### src/logic/cls_pkg.sv
`default_nettype none
package cls_pkg;
   localparam int CLK_NS    = 20;
   localparam int CNT_W     = 20;
   localparam int WORD_W    = 32;
   localparam int FIFO_DEPTH = 8;

   // Times and cycle counts
   localparam int POR_US        = 100;
   localparam int STATUS_LOW_US = 268;
   localparam int INIT_OSC_US   = 175;
   localparam int CD2CU_NS      = 40;
   localparam int INIT_USER_CNT = 8576;

   localparam logic [CNT_W-1:0] POR_CYC =
      CNT_W'((POR_US * 1000 + CLK_NS - 1) / CLK_NS);
   localparam logic [CNT_W-1:0] STATUS_LOW_CYC =
      CNT_W'((STATUS_LOW_US * 1000 + CLK_NS - 1) / CLK_NS);
   localparam logic [CNT_W-1:0] INIT_OSC_CYC =
      CNT_W'((INIT_OSC_US * 1000 + CLK_NS - 1) / CLK_NS);
   localparam logic [CNT_W-1:0] SWITCH_CYC =
      CNT_W'((CD2CU_NS + CLK_NS - 1) / CLK_NS);
   localparam logic [CNT_W-1:0] INIT_USER_EDGES = CNT_W'(INIT_USER_CNT);
   localparam logic [CNT_W-1:0] TAIL_FALLS = 20'h00002;

   // Fields
   localparam int OPT_INIT_POS = 0;
   localparam int OPT_USER_POS = 1;
   localparam logic [1:0] WID_X8  = 2'h0;
   localparam logic [1:0] WID_X16 = 2'h1;
   localparam logic [1:0] BAND_TOP  = 2'h3;
   localparam logic [1:0] BAND_SAFE = 2'h2;
   localparam logic [5:0] WORD_BITS = 6'h20;
   localparam logic [5:0] CMD_BITS  = 6'h20;
   localparam logic [5:0] CMD_DONE  = 6'h21;
   localparam logic [31:0] AS_CMD_WORD = 32'h03000000;
   localparam logic [3:0] AS_HALF_B0 = 4'h8;
   localparam logic [3:0] AS_HALF_B1 = 4'h4;
   localparam logic [3:0] AS_HALF_B2 = 4'h2;

   typedef enum logic [2:0] {
      ST_POR    = 3'h0,
      ST_CLEAR  = 3'h1,
      ST_LOAD   = 3'h2,
      ST_TAIL   = 3'h3,
      ST_SWITCH = 3'h4,
      ST_INIT   = 3'h5,
      ST_USER   = 3'h6,
      ST_ERROR  = 3'h7
   } cls_state_t;

   function automatic logic [5:0] cls_beat_bits(input logic as_mode,
      input logic x4, input logic [1:0] wid);
      if (as_mode) begin
         cls_beat_bits = x4 ? 6'h04 : 6'h01;
      end else if (wid == WID_X8) begin
         cls_beat_bits = 6'h08;
      end else if (wid == WID_X16) begin
         cls_beat_bits = 6'h10;
      end else begin
         cls_beat_bits = 6'h20;
      end
   endfunction

   // First beat ends in low bits
   function automatic logic [31:0] cls_shift_in(input logic [31:0] acc,
      input logic [31:0] beat, input logic [5:0] bits);
      case (bits)
         6'h01:   cls_shift_in = {beat[0], acc[31:1]};
         6'h04:   cls_shift_in = {beat[3:0], acc[31:4]};
         6'h08:   cls_shift_in = {beat[7:0], acc[31:8]};
         6'h10:   cls_shift_in = {beat[15:0], acc[31:16]};
         default: cls_shift_in = beat;
      endcase
   endfunction

   function automatic logic [3:0] cls_as_half(input logic [1:0] band);
      case (band)
         2'h0:    cls_as_half = AS_HALF_B0;
         2'h1:    cls_as_half = AS_HALF_B1;
         default: cls_as_half = AS_HALF_B2;
      endcase
   endfunction
endpackage
`default_nettype wire

### src/logic/cls_word_if.sv
`timescale 1ns/10ps
`default_nettype none
interface cls_word_if #(parameter int W = 32);
   logic         valid;
   logic         ready;
   logic [W-1:0] data;
   modport source (output valid, output data, input ready);
   modport sink   (input valid, input data, output ready);
endinterface
`default_nettype wire

### src/logic/cls_pin_sync.sv
`timescale 1ns/10ps
`default_nettype none
module cls_pin_sync #(
   parameter int W = 1
) (
   // Clocking
   input  wire logic         clk,
   input  wire logic         rst_b,
   // Data
   input  wire logic [W-1:0] d,
   output logic      [W-1:0] q
);
   logic [W-1:0] s1_r;

   always_ff @(posedge clk or negedge rst_b) begin
      if (!rst_b) begin
         s1_r <= '0;
         q    <= '0;
      end else begin
         s1_r <= d;
         q    <= s1_r;
      end
   end
endmodule
`default_nettype wire

### src/logic/cls_word_fifo.sv
`timescale 1ns/10ps
`default_nettype none
module cls_word_fifo #(
   parameter int W     = 32,
   parameter int DEPTH = 8
) (
   // Clocking
   input  wire logic  clk,
   input  wire logic  rst_b,
   // Sides
   cls_word_if.sink   fill,
   cls_word_if.source drain
);
   localparam int AW = $clog2(DEPTH);

   logic [W-1:0] mem [DEPTH];
   logic [AW:0]  wr_r;
   logic [AW:0]  rd_r;
   logic         full;
   logic         empty;

   assign empty = (wr_r == rd_r);
   assign full  = (wr_r[AW] != rd_r[AW]) &&
                  (wr_r[AW-1:0] == rd_r[AW-1:0]);
   assign fill.ready  = !full;
   assign drain.valid = !empty;
   assign drain.data  = mem[rd_r[AW-1:0]];

   always_ff @(posedge clk) begin
      if (fill.valid && !full) begin
         mem[wr_r[AW-1:0]] <= fill.data;
      end
   end

   always_ff @(posedge clk or negedge rst_b) begin
      if (!rst_b) begin
         wr_r <= '0;
         rd_r <= '0;
      end else begin
         if (fill.valid && !full) begin
            wr_r <= wr_r + 1'b1;
         end
         if (drain.ready && !empty) begin
            rd_r <= rd_r + 1'b1;
         end
      end
   end
endmodule
`default_nettype wire

### src/logic/cls_config_load_sequencer.sv
// Function
// - User mode: lines high; request low reconfigures
// - Status held low for power-on delay
// - Completion low from power-up through loading
// - Completion released after full error-free image
// - Enabled init-complete output low until initialized
// - Status low pulse 268 to 1506 us
// - Status and completion low within 600 ns
// - Oscillator init reaches user mode 175-437 us
// - User clock: switch after 4 periods, 8576 edges
// - Serial clock in three rates (band 3 runs as band 2), slowest 3.125 MHz
// - No fastest serial band in chained setups; code maps band 3 to band 2, which runs at the same rate
// - Four-bit serial mode takes four bits per clock
// - Serial launch and capture on falling edge
// - Init clock from oscillator or user pin
`timescale 1ns/10ps
`default_nettype none
module cls_config_load_sequencer #(
   parameter logic [19:0] POR_CYC         = cls_pkg::POR_CYC,
   parameter logic [19:0] STATUS_LOW_CYC  = cls_pkg::STATUS_LOW_CYC,
   parameter logic [19:0] INIT_OSC_CYC    = cls_pkg::INIT_OSC_CYC,
   parameter logic [19:0] INIT_USER_EDGES = cls_pkg::INIT_USER_EDGES
) (
   // Clocking
   input  wire logic        sys_clk,
   input  wire logic        rst_b,
   // Straps
   input  wire logic        active_serial_load,
   input  wire logic [1:0]  par_width,
   input  wire logic [2:0]  ratio_m1,
   input  wire logic        as_x4,
   input  wire logic [1:0]  as_band,
   input  wire logic        as_chain,
   // Image length
   input  wire logic [23:0] image_words,
   // Handshake pins
   input  wire logic        config_req_b,
   input  wire logic        status_b_in,
   output logic             status_b_out,
   output logic             status_b_oe,
   input  wire logic        done_in,
   output logic             done_out,
   output logic             done_oe,
   output logic             init_done_out,
   output logic             init_done_oe,
   // Parallel pins
   input  wire logic        config_clock,
   input  wire logic [31:0] par_data,
   // Serial pins
   output logic             config_clock_out,
   output logic             config_clock_oe,
   output logic             mem_sel_b,
   output logic             memory_serial_out,
   input  wire logic [3:0]  memory_data_lines,
   // Init clock
   input  wire logic        user_init_clock,
   // Words out
   output logic [31:0]      cfg_word,
   output logic             cfg_word_valid,
   input  wire logic        cfg_word_ready,
   output logic             user_mode
);
   cls_pkg::cls_state_t state_r;

   logic [50:0] pin_q;
   logic        as_s;
   logic [1:0]  wid_s;
   logic [2:0]  ratio_s;
   logic        x4_s;
   logic [1:0]  band_s;
   logic        chain_s;
   logic        req_b_s;
   logic        stat_s;
   logic        done_s;
   logic        cclk_s;
   logic        uclk_s;
   logic [3:0]  mdat_s;
   logic [31:0] pdat_s;

   logic        cclk_d_r;
   logic        uclk_d_r;
   logic        req_d_r;
   logic [19:0] cnt_r;
   logic [2:0]  ratio_cnt_r;
   logic [31:0] acc_r;
   logic [5:0]  bits_r;
   logic [23:0] words_r;
   logic        fill_valid_r;
   logic [31:0] fill_data_r;
   logic        opt_init_r;
   logic        opt_user_r;
   logic [3:0]  as_div_r;
   logic        as_clk_r;
   logic [5:0]  cmd_cnt_r;
   logic [31:0] cmd_sh_r;
   logic        mso_r;
   logic        msel_b_r;
   logic        as_oe_r;
   logic        out_valid_r;
   logic [31:0] out_data_r;
   logic        status_oe_r;
   logic        done_oe_r;
   logic        init_oe_r;
   logic        init_out_r;
   logic        user_r;

   logic        cclk_rise;
   logic        cclk_fall;
   logic        uclk_rise;
   logic        req_fall;
   logic        loading;
   logic [1:0]  band_eff;
   logic [3:0]  as_half;
   logic        as_run;
   logic        as_tog;
   logic        as_fall;
   logic        beat_en;
   logic [31:0] beat;
   logic [5:0]  beat_bits;
   logic [5:0]  bits_sum;
   logic        word_done;
   logic [31:0] acc_nxt;
   logic        overflow;
   logic        load_done;
   logic [19:0] init_limit;
   logic        init_tick;

   cls_word_if #(.W(cls_pkg::WORD_W)) fill_if ();
   cls_word_if #(.W(cls_pkg::WORD_W)) drain_if ();

   cls_pin_sync #(.W(51)) u_sync (
      .clk   (sys_clk),
      .rst_b (rst_b),
      .d     ({active_serial_load, par_width, ratio_m1, as_x4, as_band,
               as_chain, config_req_b, status_b_in, done_in, config_clock,
               user_init_clock, memory_data_lines, par_data}),
      .q     (pin_q)
   );

   assign {as_s, wid_s, ratio_s, x4_s, band_s, chain_s, req_b_s, stat_s,
           done_s, cclk_s, uclk_s, mdat_s, pdat_s} = pin_q;

   cls_word_fifo #(.W(cls_pkg::WORD_W), .DEPTH(cls_pkg::FIFO_DEPTH)) u_fifo (
      .clk   (sys_clk),
      .rst_b (rst_b),
      .fill  (fill_if),
      .drain (drain_if)
   );

   assign fill_if.valid  = fill_valid_r;
   assign fill_if.data   = fill_data_r;
   assign drain_if.ready = !out_valid_r || cfg_word_ready;

   // Pin edges
   assign cclk_rise = cclk_s && !cclk_d_r;
   assign cclk_fall = !cclk_s && cclk_d_r;
   assign uclk_rise = uclk_s && !uclk_d_r;
   assign req_fall  = req_d_r && !req_b_s;
   assign loading   = (state_r == cls_pkg::ST_LOAD);

   // Serial beats
   assign band_eff = (chain_s && band_s == cls_pkg::BAND_TOP) ?
                     cls_pkg::BAND_SAFE : band_s;
   assign as_half  = cls_pkg::cls_as_half(band_eff);
   assign as_run   = loading && as_s && fill_if.ready && !fill_valid_r;
   assign as_tog   = as_run && (as_div_r == as_half - 4'h1);
   assign as_fall  = as_tog && as_clk_r;

   assign beat      = as_s ? {28'h0000000, mdat_s} : pdat_s;
   assign beat_bits = cls_pkg::cls_beat_bits(as_s, x4_s, wid_s);
   assign beat_en   = as_s ? (as_fall && cmd_cnt_r == cls_pkg::CMD_DONE) :
                      (loading && stat_s && cclk_rise &&
                       ratio_cnt_r == 3'h0);
   assign bits_sum  = bits_r + beat_bits;
   assign word_done = beat_en && (bits_sum == cls_pkg::WORD_BITS);
   assign acc_nxt   = cls_pkg::cls_shift_in(acc_r, beat, beat_bits);
   assign overflow  = fill_valid_r && !fill_if.ready;
   assign load_done = (words_r == image_words) && !fill_valid_r;

   assign init_limit = opt_user_r ? INIT_USER_EDGES : INIT_OSC_CYC;
   assign init_tick  = opt_user_r ? uclk_rise : 1'b1;

   always_ff @(posedge sys_clk or negedge rst_b) begin
      if (!rst_b) begin
         cclk_d_r <= 1'b0;
         uclk_d_r <= 1'b0;
         req_d_r  <= 1'b1;
      end else begin
         cclk_d_r <= cclk_s;
         uclk_d_r <= uclk_s;
         req_d_r  <= req_b_s;
      end
   end

   // Sequencing
   always_ff @(posedge sys_clk or negedge rst_b) begin
      if (!rst_b) begin
         state_r <= cls_pkg::ST_POR;
         cnt_r   <= 20'h00000;
      end else if (state_r != cls_pkg::ST_POR && req_fall) begin
         state_r <= cls_pkg::ST_CLEAR;
         cnt_r   <= 20'h00000;
      end else begin
         case (state_r)
            cls_pkg::ST_POR: begin
               if (cnt_r == POR_CYC - 20'h00001) begin
                  state_r <= req_b_s ? cls_pkg::ST_LOAD : cls_pkg::ST_CLEAR;
                  cnt_r   <= 20'h00000;
               end else begin
                  cnt_r <= cnt_r + 1'b1;
               end
            end
            cls_pkg::ST_CLEAR: begin
               if (cnt_r < STATUS_LOW_CYC) begin
                  cnt_r <= cnt_r + 1'b1;
               end else if (req_b_s) begin
                  state_r <= cls_pkg::ST_LOAD;
                  cnt_r   <= 20'h00000;
               end
            end
            cls_pkg::ST_LOAD: begin
               if (overflow) begin
                  state_r <= cls_pkg::ST_ERROR;
               end else if (load_done) begin
                  state_r <= cls_pkg::ST_TAIL;
               end
            end
            cls_pkg::ST_TAIL: begin
               if (done_s && (as_s || cnt_r == cls_pkg::TAIL_FALLS)) begin
                  state_r <= opt_user_r ? cls_pkg::ST_SWITCH :
                             cls_pkg::ST_INIT;
                  cnt_r   <= 20'h00000;
               end else if (done_s && cclk_fall) begin
                  cnt_r <= cnt_r + 1'b1;
               end
            end
            cls_pkg::ST_SWITCH: begin
               if (cnt_r == cls_pkg::SWITCH_CYC - 20'h00001) begin
                  state_r <= cls_pkg::ST_INIT;
                  cnt_r   <= 20'h00000;
               end else begin
                  cnt_r <= cnt_r + 1'b1;
               end
            end
            cls_pkg::ST_INIT: begin
               if (cnt_r == init_limit) begin
                  state_r <= cls_pkg::ST_USER;
               end else if (init_tick) begin
                  cnt_r <= cnt_r + 1'b1;
               end
            end
            cls_pkg::ST_USER: state_r <= cls_pkg::ST_USER;
            cls_pkg::ST_ERROR: state_r <= cls_pkg::ST_ERROR;
            default: state_r <= cls_pkg::ST_POR;
         endcase
      end
   end

   // Words
   always_ff @(posedge sys_clk or negedge rst_b) begin
      if (!rst_b) begin
         ratio_cnt_r  <= 3'h0;
         acc_r        <= 32'h00000000;
         bits_r       <= 6'h00;
         words_r      <= 24'h000000;
         fill_valid_r <= 1'b0;
         fill_data_r  <= 32'h00000000;
         opt_init_r   <= 1'b0;
         opt_user_r   <= 1'b0;
      end else begin
         fill_valid_r <= word_done && !overflow;
         if (state_r == cls_pkg::ST_CLEAR || state_r == cls_pkg::ST_POR) begin
            ratio_cnt_r <= 3'h0;
            bits_r      <= 6'h00;
            words_r     <= 24'h000000;
            opt_init_r  <= 1'b0;
            opt_user_r  <= 1'b0;
         end else begin
            if (loading && !as_s && stat_s && cclk_rise) begin
               ratio_cnt_r <= (ratio_cnt_r == ratio_s) ? 3'h0 :
                              ratio_cnt_r + 1'b1;
            end
            if (beat_en) begin
               acc_r  <= acc_nxt;
               bits_r <= word_done ? 6'h00 : bits_sum;
            end
            if (word_done) begin
               words_r     <= words_r + 1'b1;
               fill_data_r <= acc_nxt;
               if (words_r == 24'h000000) begin
                  opt_init_r <= acc_nxt[cls_pkg::OPT_INIT_POS];
                  opt_user_r <= acc_nxt[cls_pkg::OPT_USER_POS];
               end
            end
         end
      end
   end

   // Serial clock
   always_ff @(posedge sys_clk or negedge rst_b) begin
      if (!rst_b) begin
         as_div_r  <= 4'h0;
         as_clk_r  <= 1'b0;
         cmd_cnt_r <= 6'h00;
         cmd_sh_r  <= cls_pkg::AS_CMD_WORD;
         mso_r     <= 1'b0;
         msel_b_r  <= 1'b1;
         as_oe_r   <= 1'b0;
      end else begin
         as_oe_r  <= as_s;
         msel_b_r <= !(loading && as_s);
         if (!(loading && as_s)) begin
            as_div_r  <= 4'h0;
            as_clk_r  <= 1'b0;
            cmd_cnt_r <= 6'h00;
            cmd_sh_r  <= cls_pkg::AS_CMD_WORD;
         end else if (as_run) begin
            as_div_r <= as_tog ? 4'h0 : as_div_r + 1'b1;
            if (as_tog) begin
               as_clk_r <= !as_clk_r;
            end
            if (as_fall) begin
               if (cmd_cnt_r < cls_pkg::CMD_BITS) begin
                  mso_r    <= cmd_sh_r[31];
                  cmd_sh_r <= {cmd_sh_r[30:0], 1'b0};
               end
               if (cmd_cnt_r != cls_pkg::CMD_DONE) begin
                  cmd_cnt_r <= cmd_cnt_r + 1'b1;
               end
            end
         end
      end
   end

   // Word out
   always_ff @(posedge sys_clk or negedge rst_b) begin
      if (!rst_b) begin
         out_valid_r <= 1'b0;
         out_data_r  <= 32'h00000000;
      end else if (drain_if.ready) begin
         out_valid_r <= drain_if.valid;
         out_data_r  <= drain_if.data;
      end
   end

   // Pin drive
   always_ff @(posedge sys_clk or negedge rst_b) begin
      if (!rst_b) begin
         status_oe_r <= 1'b1;
         done_oe_r   <= 1'b1;
         init_oe_r   <= 1'b0;
         init_out_r  <= 1'b0;
         user_r      <= 1'b0;
      end else begin
         status_oe_r <= (state_r == cls_pkg::ST_POR) ||
                        (state_r == cls_pkg::ST_CLEAR) ||
                        (state_r == cls_pkg::ST_ERROR);
         done_oe_r   <= (state_r == cls_pkg::ST_POR) ||
                        (state_r == cls_pkg::ST_CLEAR) ||
                        (state_r == cls_pkg::ST_LOAD) ||
                        (state_r == cls_pkg::ST_ERROR);
         init_oe_r   <= opt_init_r;
         init_out_r  <= (state_r == cls_pkg::ST_USER);
         user_r      <= (state_r == cls_pkg::ST_USER);
      end
   end

   assign status_b_out      = 1'b0;
   assign done_out          = 1'b0;
   assign status_b_oe       = status_oe_r;
   assign done_oe           = done_oe_r;
   assign init_done_oe      = init_oe_r;
   assign init_done_out     = init_out_r;
   assign config_clock_out  = as_clk_r;
   assign config_clock_oe   = as_oe_r;
   assign mem_sel_b         = msel_b_r;
   assign memory_serial_out = mso_r;
   assign cfg_word          = out_data_r;
   assign cfg_word_valid    = out_valid_r;
   assign user_mode         = user_r;
endmodule
`default_nettype wire

### config.mk
export PLATFORM = sky130hd
export DESIGN_NAME = cls_config_load_sequencer
export DESIGN_NICKNAME = d
export VERILOG_FILES = /design/src/logic/cls_pkg.sv /design/src/logic/cls_word_if.sv /design/src/logic/cls_pin_sync.sv /design/src/logic/cls_word_fifo.sv /design/src/logic/cls_config_load_sequencer.sv
export SDC_FILE = /design/constraint.sdc
export NUM_CORES = 1
export LEC_CHECK = 0
export ABC_AREA = 0
export BUFFER_PORTS_ARGS = -buffer_cell sky130_fd_sc_hd__buf_2
export CAP_MARGIN = 25
export CORE_MARGIN = 3
export CORE_UTILIZATION = 55
export CTS_BUF_LIST = sky130_fd_sc_hd__clkbuf_16
export DETAILED_ROUTE_END_ITERATION = 8
export MAX_ROUTING_LAYER = met4
export PLACE_DENSITY = 0.72
export SYNTH_ARGS = -nofsm -noshare
export SYNTH_HDL_FRONTEND = slang
export SYNTH_HIERARCHICAL = 1
export SYNTH_SLANG_ARGS = --single-unit
### constraint.sdc
create_clock -name sys_clk -period 4.7 [get_ports sys_clk]
set_clock_uncertainty 0.05 [all_clocks]
set_input_delay 0 -clock sys_clk [delete_from_list [all_inputs] [get_ports sys_clk]]
set_output_delay 0 -clock sys_clk [all_outputs]
set_load 0.005 [all_outputs]
==> results of run 1 <==
worst max path at each step:
| stage | cells past startpoint | slack [ns] | start | endpoint |
|---|---|---|---|---|
| after CTS | 10 | 0.88 | u_fifo/wr_r[1] | words_r[13] |
| after global placement | 10 | 1.03 | u_fifo/wr_r[1] | words_r[21] |
| final | 10 | 0.85 | u_fifo/wr_r[1] | words_r[21] |
| after detailed placement | 10 | 0.91 | u_fifo/wr_r[1] | words_r[21] |
| after global routing | 10 | 0.54 | u_fifo/wr_r[1] | words_r[11] |
| after floorplan | 4 | -0.32 | u_fifo/wr_r[0] | u_fifo/mem[2][0] |
metal layers:
layer	up-vias	global-route usage [%]	wire [µm]
met1	6935	32.27	21330
met2	400	37.46	23810
li1	6395	-	-
met4	0	6.952	1254
met3	81	3.319	2640
met5	-	-	0
registers in the layout, summed over array words and instances (netlist names), 6 cells and up:
register,cells
cnt_r,20
bits_r,6
u_sync/q,50
u_sync/s1_r,50
cmd_cnt_r,6
acc_r,31
u_fifo/mem,256
cfg_word,32
cmd_sh_r,8
words_r,24
fill_data_r,32
layout make-up:
cell class	instances	share of cell area, %
clock inverters	48	1.578
inverters	27	0.3770
repair buffers	245	6.888
well taps	532	2.476
clock buffers	54	5.026
multi-input cells	949	27.81
flip-flops and latches	548	55.84
cell usage in the layout (no fill, tap or decap), types with 27 or more instances in the layout:
master	count
buf_2	117
clkbuf_16	54
dfrtp_1	279
dlygate4sd3_1	101
edfxtp_1	256
inv_1	35
mux2_2	40
mux2_4	27
mux2i_1	64
mux4_2	59
nand2_1	171
nand3_1	29
nor2_1	64
o21ai_0	160
xnor2_1	50
timing repair:
| action | in CTS | in global routing |
|---|---|---|
| setup endpoints to repair | 0 | 0 |
| hold endpoints to repair | 294 | 0 |
| hold buffers | 102 | 0 |
where the power goes:
part,internal [µW],total (µW),switching [µW]
Clock,2440,4250,1810
Combinational,174,391,217
Sequential,5050,5110,59.9
Total,7660,9750,2090
tightest hold or removal path, delay by kind of cell:
kind	cells	cell delay [ns]
buffers and inverters	3	1.06
per-stage QoR:
step	total power, µW	setup slack (ns)	util [%]	setup TNS, ns	area, µm²
3_5_place_dp	5516	0.9142	58.55	0	24070
3_3_place_gp	5509	1.033	58.55	0	24070
6_report	9752	0.8481	65.40	0	26880
4_1_cts	9832	0.8838	65.40	0	26880
2_1_floorplan	5369	-0.3229	-	-44.47	23030
5_1_grt	10090	0.5414	65.40	0	26880
==> metrics.yaml, run 1 <==
clocking:
  clock_path_buffers: 3
  numCtsBuffers: 54
  post_cts.repair.setup_buffers: 0
  htree_levels: 2
  root_buffer: "clkbuf_16"
  clkLatencyLatePin_ns: 0.61
  cts_sinks: 548
  post_cts_resized: 0
  path_clk_slew_ns: 0.06
  cts_tree: "yes"
finish:
  layout.area.seq_um2: 15010
  final_cells: 2403
  layout-drive-gt1-share_pct: 20.90
  multi_input_area_um2: 7477
  fin_nets: 1919
  final.fill_count: 2931
  area_delta_synth_final_pct: 16.78
  antenna_cells: 0
grt:
  grt_antenna_before_repair: 0
  grt-ovfl-total: 0
  grt_pass1_wl_um: 79670
  grt_pass1_vias: 14170
  grt_use_total_pct: 23.55
  grt_max_degree: 82
pwr:
  peakVddDrop_uv: 328.4
  p_leak_uw: 0.009634
  power_density_nw_per_um2: 362.7
floorplan:
  fp.dieW_um: 210.6
  ioPinCount: 122
  core_area_um2: 41110
  dieArea_um2: 44350
  row_count: 74
  dieHeight_um: 210.6
  start_util_pct: 56.00
place:
  dp_cells: 2199
  hpwlAfterDp_um: 28080
  io_buffers: 118
  gp_congestion: 0.8884
setup_path:
  r2r_cells: 10
  crit_fanout: 30
  end_kind: "flip-flop"
  reg2reg_to: "words_r[21]"
  critPathSlowestCell: "dfrtp_1"
  slowest_delay_ns: 0.62
  crit_chain: "xor2_1 > nor4_4 > inv_1 > nor2b_1 > and3_1 > a31o_4 > o2111ai_4 > nor4_1 > xnor2_1 > nor2_1"
  required_ns: 5.12
  r2r-start: "u_fifo/wr_r[1]"
  start_kind: "flip-flop"
  worstPathArrival_ns: 4.28
  crit_buf_inv: 1
  regToRegSetupSlack_ns: 0.85
  path_class: "reg -> reg"
  cp_top_family: "simple AND/OR/NAND/NOR gates"
timing:
  setup_violations: 0
  fmax_mhz: 259.6
  rsz0062_at_grt: "no"
  fin_crit_ns: 3.852
  min_period_over_period_pct: 81.96
  worst_slew_pin_slew_ns: 1.007
  maxSlewViolCount: 0
  final-hold-violation-count: 0
  whs_ns: 0.01575
  slew_headroom_pct: 32.85
routing:
  vias: 13810
  first_pass_iters: 5
  wl_per_cell_um: 20.41
  vias_per_cell: 5.747
  drc: 0
  wl_um: 49040
  first_iter_violations: 1010
  antenna_left: 0
logic_synthesis:
  postSynthAreaPerCell_um2: 14.18
  netlist_area_um2: 23020
  synth_cells: 1623
  yosysWarnings: 6
job:
  cap_violations: 0
run_status:
  status: "completed"
worst_hold_path:
  hold_path_class: "in -> async"
(Power assumes the default switching activity.)
==> inputs of run 2 (changes only) <==
==> constraint.sdc (replaced) <==
create_clock -name sys_clk -period 3.46 [get_ports sys_clk]
set_clock_uncertainty 0.05 [all_clocks]
set_input_delay 0 -clock sys_clk [delete_from_list [all_inputs] [get_ports sys_clk]]
set_output_delay 0 -clock sys_clk [all_outputs]
set_load 0.005 [all_outputs]
==> run 2 against run 1 <==
Net effect:
- register-to-register slack got worse by 0.41 ns
- non-clock buffer count rose by 17
- sequential power rose by 35%
- sequential cell count did not move
- cell area rose by 0.63%
- count of clock-buffer cells in the layout did not move
- cell count rose by 0.75%
- critical path depth did not move
==> metrics.yaml, run 2 (synthesis results as in run 1) <==
routing:
  first_iter_violations: 1119
  wl_per_cell_um: 20.42
  vias: 13910
  first_pass_iters: 5
  drc: 0
  vias_per_cell: 5.744
  wl_um: 49430
  antenna_left: 0
timing:
  slew_headroom_pct: 37.20
  fin_ws_ns: 0.4405
  maxSlewViolCount: 0
  whs_ns: 0.1261
  setup_violations: 0
  fin_crit_ns: 3.019
  fmax_mhz: 331.2
  worst_slew_pin_slew_ns: 0.9420
  min_period_over_period_pct: 87.27
  rsz0062_at_grt: "no"
  final-hold-violation-count: 0
floorplan:
  fp.dieW_um: 210.6
  core_area_um2: 41110
  dieHeight_um: 210.6
  ioPinCount: 122
  dieArea_um2: 44350
  row_count: 74
  start_util_pct: 56.00
setup_path:
  worstPathArrival_ns: 3.45
  start_kind: "flip-flop"
  end_kind: "flip-flop"
  regToRegSetupSlack_ns: 0.44
  critPathSlowestCell: "dfrtp_2"
  crit_chain: "and2_1 > ha_1 > a21o_1 > maj3_1 > xnor2_1 > o2111ai_4 > buf_12 > nor4_1 > xnor2_1 > nor2_1"
  path_class: "reg -> reg"
  crit_buf_inv: 1
  r2r_cells: 10
  slowest_delay_ns: 0.40
  crit_fanout: 29
  cpMostUsedCell: "xnor2_1"
  cp_top_family: "adder cells"
  required_ns: 3.89
  reg2reg_to: "words_r[23]"
  r2r-start: "u_sync/q[44]"
place:
  io_buffers: 118
  pre_cts_slack_ns: 0.1456
  place_area_um2: 24200
  gp_congestion: 0.9032
  dp_cells: 2213
  hpwlAfterDp_um: 29440
pwr:
  peakVddDrop_uv: 483.5
  power_density_nw_per_um2: 494.0
  p_leak_uw: 0.009739
  power_uw: 13360
grt:
  grt_pass1_wl_um: 79290
  grt_use_total_pct: 23.51
  grt_max_degree: 69
  grt_antenna_before_repair: 1
  grt-ovfl-total: 0
  grt_pass1_vias: 14100
job:
  cap_violations: 0
clocking:
  root_buffer: "clkbuf_16"
  cts_sinks: 548
  htree_levels: 2
  clock_path_buffers: 3
  clkLatencyLatePin_ns: 0.60
  path_clk_slew_ns: 0.06
  numCtsBuffers: 54
  cts_tree: "yes"
run_status:
  status: "completed"
finish:
  layout-drive-gt1-share_pct: 21.72
  final_cell_mix: "279 x dfrtp_1, 256 x edfxtp_1, 171 x nand2_1"
  final_common_cell: "dfrtp_1"
  fin_nets: 1936
  final_cells: 2421
  largest_register_ffs: 256
  final.fill_count: 2872
  final_area_um2: 27050
  area_delta_synth_final_pct: 17.52
worst_hold_path:
  hp-start: "image_words[22]"
  whs_endpoint: "state_r[0]"
  holdPathStages: 6
  hold_path_class: "in -> reg"
## run 2: repair_timing
action	in CTS	in global routing
hold endpoints to repair	347	0
hold buffers	104	0
setup buffers	0	1
endpoints found under the setup margin	0	32
gates resized for setup	0	0
## run 2: area by class of cell
cell class | instances | area (µm²) | share of cell area [%]
diodes | 1 | 2.502 | 0.009249
clock buffers | 54 | 1351 | 4.995
clock inverters | 48 | 441.7 | 1.633
inverters | 27 | 101.3 | 0.3746
multi-input cells | 949 | 7477 | 27.64
flip-flops and latches | 548 | 15010 | 55.49
well taps | 532 | 665.6 | 2.460
repair buffers | 262 | 2002 | 7.400
## run 2: how the worst max path moves through the flow
| stage | start | to | cells past startpoint |
|---|---|---|---|
| floorplan | u_fifo/wr_r[0] | u_fifo/mem[2][0] | 4 |
| global placement | u_fifo/rd_r[0] | words_r[19] | 11 |
| detailed placement | u_fifo/rd_r[0] | fill_data_r[8] | 9 |
| CTS | u_fifo/rd_r[0] | fill_data_r[22] | 9 |
| global route | u_fifo/rd_r[2] | words_r[23] | 11 |
| finish | u_sync/q[44] | words_r[23] | 10 |
## run 2: per-layer routing
metal	track usage, %	vias to the layer above	routed length (µm)
met3	3.780	96	2608
li1	-	6424	-
met2	37.47	389	24310
met1	31.99	6997	21340
met5	-	-	0
met4	6.536	0	1180
## run 2: through the flow
stage | TNS (ns) | util, %
6_report | 0 | 65.81
5_1_grt | 0 | 65.81
2_1_floorplan | -322.23 | -
4_1_cts | 0 | 65.79
3_3_place_gp | 0 | 58.87
3_5_place_dp | 0 | 58.87
## run 2: worst reg2reg max path, cell delays in order, from the launching register on
cell and delay [ns]:
dfrtp_2 0.40, and2_1 0.18, ha_1 0.32, a21o_1 0.20
maj3_1 0.36, xnor2_1 0.38, o2111ai_4 0.20, buf_12 0.22
nor4_1 0.36, xnor2_1 0.17, nor2_1 0.05
## run 2: report_power, final
group | switching (µW) | total, µW | internal, µW | leakage [µW]
registers | 65.3 | 6920 | 6860 | 0.00540
clock network | 2490 | 5870 | 3380 | 0.000909
logic | 318 | 566 | 248 | 0.00343
total | 2870 | 13400 | 10500 | 0.00974
